<file path="src/rtl/ecc_pkg.sv">
// Constants and register map of the configuration store control block
package ecc_pkg;
	localparam logic [11:0] ADDR_UPDATE    = 12'h232;
	localparam logic [11:0] ADDR_SEG_FIRST = 12'hA00;
	localparam logic [11:0] ADDR_SEG_LAST  = 12'hA16;
	localparam logic [11:0] ADDR_XFER_STAT = 12'hB00;
	localparam logic [11:0] ADDR_DATA_ERR  = 12'hB01;
	localparam logic [11:0] ADDR_STORE_CTL = 12'hB02;
	localparam logic [11:0] ADDR_STORE_WR  = 12'hB03;

	localparam int BIT_UPDATE = 0;
	localparam int BIT_BUSY   = 0;
	localparam int BIT_ERR    = 0;
	localparam int BIT_WREN   = 0;
	localparam int BIT_RELOAD = 1;
	localparam int BIT_STWR   = 0;

	localparam logic [4:0] SEG_COUNT = 5'h17;
	localparam int         STORE_AW  = 13;

	// Segment entry: [7:4] page of buffer address, [3:0] sixteen-byte blocks minus one
	localparam logic [7:0] OP_APPLY = 8'hE0;
	localparam logic [7:0] OP_END   = 8'hF0;

	// Default moves pages 0 to 2 whole, then applies the settings
	localparam logic [7:0] SEG_RESET [0:22] = '{
		0: 8'h0F, 1: 8'h1F, 2: 8'h2F, 3: 8'hE0, default: 8'hF0
	};

	localparam logic       WREN_RESET    = 1'b0;
	localparam logic       PIN_SYNC_INIT = 1'b1;
	localparam logic [7:0] SUM_RESET     = 8'h00;
endpackage

</file>
<file path="src/rtl/ecc_sum_if.sv">
// Carrier between the store sequencer and its checksum accumulator
interface ecc_sum_if;
	logic       clr;
	logic       add;
	logic [7:0] data;
	logic [7:0] sum;
	modport ctl (output clr, output add, output data, input sum);
	modport acc (input clr, input add, input data, output sum);
endinterface

</file>
<file path="src/rtl/ecc_sync.sv">
// Two flip-flop synchroniser for one pin level
module ecc_sync #(
	parameter logic INIT = 1'b0
) (
	input  wire logic clk,
	input  wire logic rst,
	input  wire logic d,
	output logic      q
);
	logic meta_q;

	always_ff @(posedge clk or posedge rst) begin
		if (rst) begin
			meta_q <= INIT;
			q      <= INIT;
		end else begin
			meta_q <= d;
			q      <= meta_q;
		end
	end
endmodule

</file>
<file path="src/rtl/ecc_sum.sv">
// Running byte checksum over one store transfer
module ecc_sum (
	input  wire logic clk,
	input  wire logic rst,
	ecc_sum_if.acc    s
);
	logic [7:0] sum_q;

	assign s.sum = sum_q;

	always_ff @(posedge clk or posedge rst) begin
		if (rst) begin
			sum_q <= ecc_pkg::SUM_RESET;
		end else if (s.clr) begin
			sum_q <= ecc_pkg::SUM_RESET;
		end else if (s.add) begin
			sum_q <= sum_q + s.data;
		end
	end
endmodule

</file>
<file path="src/rtl/ecc_top.sv">
// Configuration store control: update trigger, segment table, store sequencer
// Functional notes
// - A write of 1 to bit 0 of the update register copies all buffer registers to active ones.
// - The update trigger clears itself, software never writes 0 to it.
// - Twenty-three segment table registers give start address and length of each run.
// - The sequencer obeys an end-of-data opcode in the table, and an apply-settings opcode on loads only.
// - After reset the table moves buffer pages 0 to 2 whole and then applies the settings.
// - A read-only status bit is 1 while a store transfer is still running.
// - With the status-pin select set, the transfer indication also drives the status pin.
// - A read-only error bit is set when a transfer finds incorrect data.
// - With the store-select pin low, the soft reload bit resets the device and reloads.
// - The soft reload bit clears itself one clock after the write that set it.
// - Store writes are blocked while the write-enable bit is 0, its reset value.
// - The store-write trigger starts a save and returns to 0 when the save is done.
module ecc_top (
	input  wire logic       clk,
	input  wire logic       rst,
	input  wire logic       reg_wr,
	input  wire logic       reg_rd,
	input  wire logic [11:0] reg_addr,
	input  wire logic [7:0] reg_wdata,
	output logic      [7:0] reg_rdata_q,
	input  wire logic       status_sel,
	input  wire logic       store_sel_pin,
	output logic            status_pin_q,
	output logic            update_q,
	output logic            soft_reset_q,
	output logic      [11:0] buf_addr_q,
	output logic            buf_wr_q,
	output logic      [7:0] buf_wdata_q,
	input  wire logic [7:0] buf_rdata,
	output logic            store_req_q,
	output logic            store_wr_q,
	output logic      [12:0] store_addr_q,
	output logic      [7:0] store_wdata_q,
	input  wire logic [7:0] store_rdata,
	input  wire logic       store_ack
);
	typedef enum logic [2:0] {
		S_IDLE, S_FETCH, S_ADDR, S_ISSUE, S_WAIT, S_NEXT, S_SUM, S_SUMWAIT
	} ecc_state_t;

	ecc_state_t state_q, state_d;
	logic [7:0]  seg_q [0:22];
	logic [4:0]  seg_idx_q, seg_idx_d;
	logic [7:0]  cnt_q, cnt_d;
	logic [11:0] buf_addr_d;
	logic [12:0] store_addr_d;
	logic [7:0]  store_wdata_d, buf_wdata_d;
	logic        store_req_d, store_wr_d, buf_wr_d, apply_d, done_d;
	logic        dir_save_q, wren_q, reload_q, stwr_q, err_q, err_d;
	logic        pin_s;

	ecc_sum_if sum_if ();

	ecc_sum u_sum (
		.clk (clk),
		.rst (rst),
		.s   (sum_if)
	);

	// Store-select pin comes from the board
	ecc_sync #(.INIT(ecc_pkg::PIN_SYNC_INIT)) u_pin_sync (
		.clk (clk),
		.rst (rst),
		.d   (store_sel_pin),
		.q   (pin_s)
	);

	wire       busy      = (state_q != S_IDLE);
	wire       pin_cause = status_sel & busy;
	wire       in_seg    = (reg_addr >= ecc_pkg::ADDR_SEG_FIRST) &&
	                       (reg_addr <= ecc_pkg::ADDR_SEG_LAST);
	wire [4:0] seg_ridx  = reg_addr[4:0];
	wire       wr_upd    = reg_wr && (reg_addr == ecc_pkg::ADDR_UPDATE) &&
	                       reg_wdata[ecc_pkg::BIT_UPDATE];
	wire       wr_seg    = reg_wr && in_seg;
	wire       wr_ctl    = reg_wr && (reg_addr == ecc_pkg::ADDR_STORE_CTL);
	wire       wr_rld    = wr_ctl && reg_wdata[ecc_pkg::BIT_RELOAD];
	wire       wr_stw    = reg_wr && (reg_addr == ecc_pkg::ADDR_STORE_WR) &&
	                       reg_wdata[ecc_pkg::BIT_STWR];
	// Protected store ignores the trigger; a running transfer does too
	wire       stw_ok    = wr_stw && wren_q && !busy;
	wire       start_sv  = stwr_q && !busy;
	wire       start_ld  = reload_q && !pin_s && !busy && !stwr_q;
	wire [7:0] entry     = (seg_idx_q < ecc_pkg::SEG_COUNT) ? seg_q[seg_idx_q] : ecc_pkg::OP_END;
	wire       seg_end   = (entry == ecc_pkg::OP_END);
	wire       seg_apply = (entry == ecc_pkg::OP_APPLY);
	wire [7:0] rd_mux    =
		in_seg ? seg_q[seg_ridx] :
		(reg_addr == ecc_pkg::ADDR_XFER_STAT) ? {7'h00, busy} :
		(reg_addr == ecc_pkg::ADDR_DATA_ERR)  ? {7'h00, err_q} :
		(reg_addr == ecc_pkg::ADDR_STORE_CTL) ? {6'h00, reload_q, wren_q} :
		(reg_addr == ecc_pkg::ADDR_STORE_WR)  ? {7'h00, stwr_q} :
		8'h00;

	assign sum_if.clr  = start_sv || start_ld;
	assign sum_if.add  = (state_q == S_WAIT) && store_ack;
	assign sum_if.data = dir_save_q ? store_wdata_q : store_rdata;

	always_comb begin
		state_d       = state_q;
		seg_idx_d     = seg_idx_q;
		cnt_d         = cnt_q;
		buf_addr_d    = buf_addr_q;
		store_addr_d  = store_addr_q;
		store_req_d   = store_req_q;
		store_wr_d    = store_wr_q;
		store_wdata_d = store_wdata_q;
		buf_wr_d      = 1'b0;
		buf_wdata_d   = buf_wdata_q;
		apply_d       = 1'b0;
		done_d        = 1'b0;
		err_d         = err_q;
		case (state_q)
			S_IDLE: begin
				if (start_sv || start_ld) begin
					state_d      = S_FETCH;
					seg_idx_d    = 5'h00;
					store_addr_d = 13'h0000;
					err_d        = 1'b0;
				end
			end
			S_FETCH: begin
				if (seg_end) begin
					state_d = S_SUM;
				end else if (seg_apply) begin
					apply_d   = !dir_save_q;
					seg_idx_d = seg_idx_q + 5'h01;
				end else begin
					buf_addr_d = {entry[7:4], 8'h00};
					cnt_d      = {entry[3:0], 4'hF};
					state_d    = S_ADDR;
				end
			end
			// Buffer read data is valid one cycle after the address
			S_ADDR: begin
				state_d = S_ISSUE;
			end
			S_ISSUE: begin
				store_req_d = 1'b1;
				store_wr_d  = dir_save_q;
				if (dir_save_q) begin
					store_wdata_d = buf_rdata;
				end
				state_d = S_WAIT;
			end
			S_WAIT: begin
				if (store_ack) begin
					store_req_d  = 1'b0;
					store_addr_d = store_addr_q + 13'h0001;
					buf_wr_d     = !dir_save_q;
					buf_wdata_d  = store_rdata;
					state_d      = S_NEXT;
				end
			end
			// Address held here so the buffer write lands where it was read for
			S_NEXT: begin
				if (cnt_q == 8'h00) begin
					seg_idx_d = seg_idx_q + 5'h01;
					state_d   = S_FETCH;
				end else begin
					cnt_d      = cnt_q - 8'h01;
					buf_addr_d = buf_addr_q + 12'h001;
					state_d    = S_ADDR;
				end
			end
			S_SUM: begin
				store_req_d   = 1'b1;
				store_wr_d    = dir_save_q;
				store_wdata_d = sum_if.sum;
				state_d       = S_SUMWAIT;
			end
			S_SUMWAIT: begin
				if (store_ack) begin
					store_req_d = 1'b0;
					if (!dir_save_q) begin
						err_d = (store_rdata != sum_if.sum);
					end
					done_d  = 1'b1;
					state_d = S_IDLE;
				end
			end
			default: begin
				state_d = S_IDLE;
			end
		endcase
	end

	always_ff @(posedge clk or posedge rst) begin
		if (rst) begin
			state_q       <= S_IDLE;
			seg_idx_q     <= 5'h00;
			cnt_q         <= 8'h00;
			buf_addr_q    <= 12'h000;
			buf_wr_q      <= 1'b0;
			buf_wdata_q   <= 8'h00;
			store_addr_q  <= 13'h0000;
			store_req_q   <= 1'b0;
			store_wr_q    <= 1'b0;
			store_wdata_q <= 8'h00;
			err_q         <= 1'b0;
		end else begin
			state_q       <= state_d;
			seg_idx_q     <= seg_idx_d;
			cnt_q         <= cnt_d;
			buf_addr_q    <= buf_addr_d;
			buf_wr_q      <= buf_wr_d;
			buf_wdata_q   <= buf_wdata_d;
			store_addr_q  <= store_addr_d;
			store_req_q   <= store_req_d;
			store_wr_q    <= store_wr_d;
			store_wdata_q <= store_wdata_d;
			err_q         <= err_d;
		end
	end

	always_ff @(posedge clk or posedge rst) begin
		if (rst) begin
			seg_q <= ecc_pkg::SEG_RESET;
		end else if (wr_seg) begin
			seg_q[seg_ridx] <= reg_wdata;
		end
	end

	// Register-port side effects
	always_ff @(posedge clk or posedge rst) begin
		if (rst) begin
			update_q     <= 1'b0;
			reload_q     <= 1'b0;
			soft_reset_q <= 1'b0;
			wren_q       <= ecc_pkg::WREN_RESET;
		end else begin
			update_q     <= wr_upd || apply_d;
			reload_q     <= wr_rld;
			soft_reset_q <= start_ld;
			if (wr_ctl) begin
				wren_q <= reg_wdata[ecc_pkg::BIT_WREN];
			end
		end
	end

	always_ff @(posedge clk or posedge rst) begin
		if (rst) begin
			stwr_q     <= 1'b0;
			dir_save_q <= 1'b0;
		end else begin
			if (stw_ok) begin
				stwr_q <= 1'b1;
			end else if (done_d && dir_save_q) begin
				stwr_q <= 1'b0;
			end
			if (start_sv || start_ld) begin
				dir_save_q <= start_sv;
			end
		end
	end

	always_ff @(posedge clk or posedge rst) begin
		if (rst) begin
			reg_rdata_q  <= 8'h00;
			status_pin_q <= 1'b0;
		end else begin
			status_pin_q <= pin_cause;
			if (reg_rd) begin
				reg_rdata_q <= rd_mux;
			end
		end
	end
endmodule

</file>
<file path="config.mk">
export PLATFORM = sky130hd
export DESIGN_NAME = ecc_top
export DESIGN_NICKNAME = d
export VERILOG_FILES = /design/src/rtl/ecc_pkg.sv /design/src/rtl/ecc_sum_if.sv /design/src/rtl/ecc_sync.sv /design/src/rtl/ecc_sum.sv /design/src/rtl/ecc_top.sv
export SDC_FILE = /design/constraint.sdc
export NUM_CORES = 1
export LEC_CHECK = 0
export ABC_AREA = 1
export BUFFER_PORTS_ARGS = -buffer_cell sky130_fd_sc_hd__buf_4
export CAP_MARGIN = 5
export CELL_PAD_IN_SITES_DETAIL_PLACEMENT = 0
export CELL_PAD_IN_SITES_GLOBAL_PLACEMENT = 1
export CORE_MARGIN = 8
export CORE_UTILIZATION = 45
export CTS_BUF_LIST = sky130_fd_sc_hd__clkbuf_4 sky130_fd_sc_hd__clkbuf_8
export DETAILED_ROUTE_END_ITERATION = 7
export PLACE_DENSITY_LB_ADDON = 0.1
export SYNTH_ARGS = -nofsm -noshare
export SYNTH_HDL_FRONTEND = slang
export SYNTH_SLANG_ARGS = --single-unit
</file>
<file path="constraint.sdc">
create_clock -name clk -period 23.2 [get_ports clk]
set_input_delay 3.48 -clock clk [delete_from_list [all_inputs] [get_ports clk]]
set_output_delay 3.48 -clock clk [all_outputs]
set_load 0.01 [all_outputs]
</file>
# Yosys cells after proc, flatten, opt, wreduce, memory -nomap -nowiden
# Cells that the tools add are included.
# word_totals
wordCells	188
output_inout_bits	55
inputBits	43
ff_bits	270
# classes
bitwise	3
mux	58
eq_ne	27
n_reduce_logical	44
n_lt_le_gt_ge	6
add_sub_neg	5
# ops
cell	count
$bwmux W184	1
$mux W8	14
$bmux W8 S5	2
$eq A12 B12 Y1 const B	4
$demux W8 S5	1
$mux W12	3
$pmux W8 S2	2
$mux W13	2
$pmux W13 S2	1
$pmux W12 S2	1
$pmux W3 S8	1
$mux W5	4
$ne A2 B2 Y1 const B	10
$logic_and A1 B1 Y1	17
$eq A8 B8 Y1 const B	2
$mux W3	5
$pmux W5 S3	1
$mux W1	14
$reduce_bool A2 Y1	7
$add A13 B1 Y13 const B	1
$add A12 B1 Y12 const B	1
$eq A12 B10 Y1 const B	1
$eq A3 B3 Y1 const B	4
$ge A12 B12 Y1 const B	1
other kinds (26)	43

# Longest topological paths before layout
# logic_depth
depth_word	10
mapped_depth	19
depth_no_buf	17

# By module
# From an unflattened synthesis, not the netlist that was laid out.
# hier_totals
hier_cells	2010
hier_area_um2	14880.5
# by_module_without_submodules
module	cells_per_inst	area_each_um2	seq_area_each_um2	n_inst
ecc_top	1926	14198.6	6622.6	1
ecc_sum	81	625.6	200.2	1
ecc_sync	3	56.3	52.6	1

# Worst setup path after synthesis
# Ideal clock, no wire load.
# synth_path
kind	input -> register
start	in store_rdata[1]
end	reg u_sum.sum_q[7] (netlist: u_sum.s.sum[7])
setup_slack_ps	18006
arrival_time_ps	5077
required_ps	23083
n_path_buf	0
setup_time_ps	117
cell_stages	14
cell_sequence	inv_1 o21ai_0 ha_1 nand3_1 nand2_1 nand2_1 nand2_1 a21oi_1 nor2_1 o21ai_0 nand2_1 or2_2 nand3_1 nand2_1
# synth_between
elab_chain_len	4
# synth_lines
element	line	text
start: declaration	ecc_top.sv:36	input wire logic [7:0] store_rdata,
$mux W8	ecc_top.sv:99	assign sum_if.data = dir_save_q ? store_wdata_q : store_rdata;
$add A8 B8 Y8	ecc_sum.sv:17	sum_q <= sum_q + s.data;
$mux W8	ecc_sum.sv:16	end else if (s.add) begin
$mux W8	ecc_sum.sv:14	end else if (s.clr) begin
end signal: assignment	ecc_sum.sv:13	sum_q <= ecc_pkg::SUM_RESET;
end signal: assignment	ecc_sum.sv:15	sum_q <= ecc_pkg::SUM_RESET;
end signal: assignment	ecc_sum.sv:17	
end: declaration	ecc_sum.sv:7	logic [7:0] sum_q;
# Every way passes these cells. The select of a mux whose other input is x is not followed.
# A chain may end at the register's enable or synchronous reset.

# Worst setup path after layout
# layout_path
start	in reg_addr[1]
end	reg seg_q[183] (netlist name)
# layout_between
elab_chain_len	6
elab_cells_between_ends	11
cone_classes	order compare: 4; mux: 3; bitwise: 1; reduce/logical: 3
# layout_lines
element	line	text
start: declaration	ecc_top.sv:20	input wire logic [11:0] reg_addr,
$not A5 Y6 (implied by the code)	ecc_top.sv:222	seg_q[seg_ridx] <= reg_wdata;
$ge A6 B6 Y1 (implied by the code) or $lt A6 B1 Y1 (tied branches)	ecc_top.sv:222	
$logic_and A1 B1 Y1 (implied by the code)	ecc_top.sv:222	
$mux W8 (implied by the code)	ecc_top.sv:222	
$demux W8 S5	ecc_top.sv:222	
$bwmux W184	ecc_top.sv:222	
end signal: assignment	ecc_top.sv:220	seg_q <= ecc_pkg::SEG_RESET;
end signal: indexed assignment	ecc_top.sv:222	
end: declaration	ecc_top.sv:44	logic [7:0] seg_q [0:22];
# Parallel ways exist; a longest one is shown, timed or not.

==> flow_summary_export.csv <==
group,metric,value,unit
status,status,"finished clean",
worst_setup_path,crit_required,23.66,ns
place,gp_congestion,0.889,
clock_tree,clk_transition_reported_paths,0.06,ns
clock_tree,cts_tree,"yes",
final_layout,final_cell_mix,"692 x nand2_1, 232 x o21ai_0, 185 x inv_1, 174 x dfrtp_1, 132 x nand3_1",
timing,rsz0062_at_grt,"false",
grt,grt_start_max_net_pins,111,
floorplan,start_util,45.8,%
clock_tree,cts_buffer_depth,3,
synth,yosys.area_share.xor_xnor,0.821,%
final_layout,drive_above_1_share,16.1,%
pwr,power_density,86.3,nW/um2
synth,synthAdderAreaFrac,1.06,%
worst_hold_path,holdCritPathClass,"reg -> reg",
grt,grt_pass1_wl,81000,um
final_layout,final_util,52.1,%
timing,finalHoldViolCount,0,
route,drt_iter0_drc,1267,
synth,synth-simple-area-share,28.4,%
grt,overflow,0,
timing,finalSetupViolations,0,
synth,synth_top_family_by_area,"simple AND/OR/NAND/NOR gates",
clock_tree,cts_root_buf,"clkbuf_8",
synth,synth_cell_types,50,
synth,syn_area_per_cell,7.36,um2
route,wl_met3,4090,um
timing,finClkSkew,0.0318,ns
floorplan,ios,98,
timing,slew_violations,0,
worst_setup_path,critPathKind,"in -> reg",
pwr,leakagePower,7.71,nW
synth,synthMuxAreaShare,0.0754,%
timing,post-route-period-util,23.8,%
route,wl_per_cell,20.1,um
place,dpl.hpwl,33400,um
flow_run,max_cap_viol_count,0,
timing,hold_ws,0.357,ns
final_layout,syn_to_final_growth,13.8,%
route,drtPass1Iterations,5,
worst_setup_path,arrival,5.98,ns
route,vias,14200,
route,ant_nets,0,
grt,grt_pass1_vias,13800,
worst_setup_path,slowest_delay,0.42,ns
timing,period_needed,5.53,ns
worst_setup_path,cp_common_cell,"nand2_1",
synth,synth_warnings,0,
timing,relSlewSlack,22.4,%
floorplan,die-area,39300,um2
route,finalWirelength,51700,um
worst_setup_path,cp_cell_sequence,"buf_4 -> nand2_2 -> buf_4 -> inv_2 -> o211ai_1 -> nand2_1 -> inv_2 -> nand2_4 -> nor2_4 -> nand2_1 -> nand2_1 -> o21ai_0",
synth,synth_compound_area_share,15.3,%
route,vias_per_cell,5.50,
floorplan,die_y,198,um
timing,tightest_slew,1.16,ns
synth,synth_nets,2085,
synth,synth-seq-area-share,46.0,%
synth,postSynthCellCount,2030,
worst_setup_path,crit_slowest_cell,"nand2_1",
grt,antenna_found_initial,0,
floorplan,core-area,32600,um2
final_layout,final_common_cell,"nand2_1",
clock_tree,cts_buffers,50,
route,drc,0,
synth,synth_seq_cells,270,
clock_tree,clock_latency,0.63,ns
timing,timing.fmax,181,MHz
clock_tree,clock-sinks,270,
clock_tree,cts_hold_buf,0,
worst_setup_path,path_delay_family,"simple AND/OR/NAND/NOR gates",
pwr,peakVddDrop,50.4,uV
final_layout,final_nets,2149,
synth,syn_area,14900,um2
timing,final.setup.tns,0,ns
pwr,total_power,1.47,mW
place,placed_cell_area,15900,um2
worst_setup_path,crit_fanout,27,
grt,grt_usage,26.5,%
floorplan,die_w,198,um
final_layout,antennaDiodeCount,0,
final_layout,num-fill-cells,3235,
route,wl_met1,22800,um
worst_setup_path,startpoint_type,"input pin",
worst_setup_path,worst-path-buf-inv,4,
clock_tree,cts_resized,0,
route,wl_met2,23200,um
clock_tree,postCtsSetupBuffers,0,
place,io_buffers,97,
worst_setup_path,setup.worst_path.end_class,"register",
clock_tree,htreeDepth,2,
floorplan,rows,66,
route,top_layer,"met4",
final_layout,design_area,17000,um2
-- metrics by stage --
stage	std cells	setup WS (ns)
after detailed placement	2484	17.10
after global routing	2577	17.52
after CTS	2577	17.78
after global placement	2484	17.15
final	2577	17.67
after floorplan	2030	12.44
-- synthesized netlist by cell type (all sizes together) --
library cell  count  area [um2]
a31oi            11        68.8
or2               3        18.8
nor3b             2        15.0
ha               11         138
o21a              2        15.0
o21ai           262        1320
and3              1        6.26
o211a             4        40.0
dfrtp           175        4380
o22ai            36         225
nand2           698        2640
o221ai           12         105
nand3b            6        45.0
nand4            19         125
a221oi           13         114
fa                1        20.0
o211ai            8        60.1
buf              40         248
a21oi            29         156
o31ai             3        22.5
nor4              1        6.26
clkinv            4        15.0
nand3           132         661
o2111ai           4        35.0
mux2              1        11.3
nor3             21         110
clkbuf           63         236
xor2             10        87.6
inv             196         738
xnor2             4        35.0
o41ai             1        8.76
nor2            144         603
nor4b             2        17.5
a22oi            16         120
dfstp            95        2500
-- layer usage --
| metal | GRT usage [%] | up-vias |
|---|---|---|
| met3 | 6.38 | 106 |
| met1 | 36.0 | 6791 |
| li1 | - | 6758 |
| met2 | 40.6 | 528 |
| met5 | 0 | - |
| met4 | 9.90 | 0 |
-- final timing paths --
path	end	cells past startpoint	from	slack [ns]
setup / recovery	seg_q[183]	12	reg_addr[1]	17.67
min in group asynchronous	seg_q[115]	2	rst	3.02
hold / removal	u_pin_sync.q	0	u_pin_sync.meta_q	0.36
hold reg to reg	u_pin_sync.q	0	u_pin_sync.meta_q	0.36
setup reg to reg	cnt_q[4]	16	seg_idx_q[0]	18.43
max in group asynchronous	store_addr_q[8]	4	rst	18.17
-- registers in the layout, summed over array words and instances, names as in the netlist --
signal,count
cnt_q,8
store_req_q,1
seg_idx_q,5
wren_q,1
store_addr_q,13
status_pin_q,1
err_q,1
update_q,1
u_pin_sync.q,1
soft_reset_q,1
store_wdata_q,8
seg_q,184
buf_wdata_q,8
store_wr_q,1
u_sum.s.sum,8
reload_q,1
buf_addr_q,12
state_q,3
dir_save_q,1
buf_wr_q,1
reg_rdata_q,8
stwr_q,1
u_pin_sync.meta_q,1
-- where the power goes --
part / total [mW] / switching (mW) / internal (mW)
logic: 0.411 / 0.285 / 0.126
clock network: 0.508 / 0.214 / 0.294
registers: 0.548 / 0.0368 / 0.511
-- worst reg2reg max path, delay by kind of cell (launching register included) --
family | cells | cell delay, ns
DFF | 1 | 0.33
buffers and inverters | 4 | 1.55
and+or+nand+nor | 12 | 2.82
-- final cells by class --
| type | count | area, um2 | area share (%) |
|---|---|---|---|
| clock buffer | 87 | 1050 | 6.16 |
| clock inverter | 6 | 63.8 | 0.376 |
| inverter | 200 | 761 | 4.48 |
| multi-input combinational | 1457 | 6830 | 40.2 |
| tap | 442 | 553 | 3.25 |
| timing repair buffer | 115 | 863 | 5.08 |
| sequential | 270 | 6880 | 40.5 |
-- cells by family (layout without fill, tap and decap cells) --
kind of cell	Yosys count	count (layout)
and+or+nand+nor	1029	1029
AOI/OAI and AO/OA	401	401
buffers and inverters	303	408
muxes	1	1
adders and majority gates	12	12
DFF	270	270
xor gates and xnor gates	14	14
(Power assumes the default switching activity.)
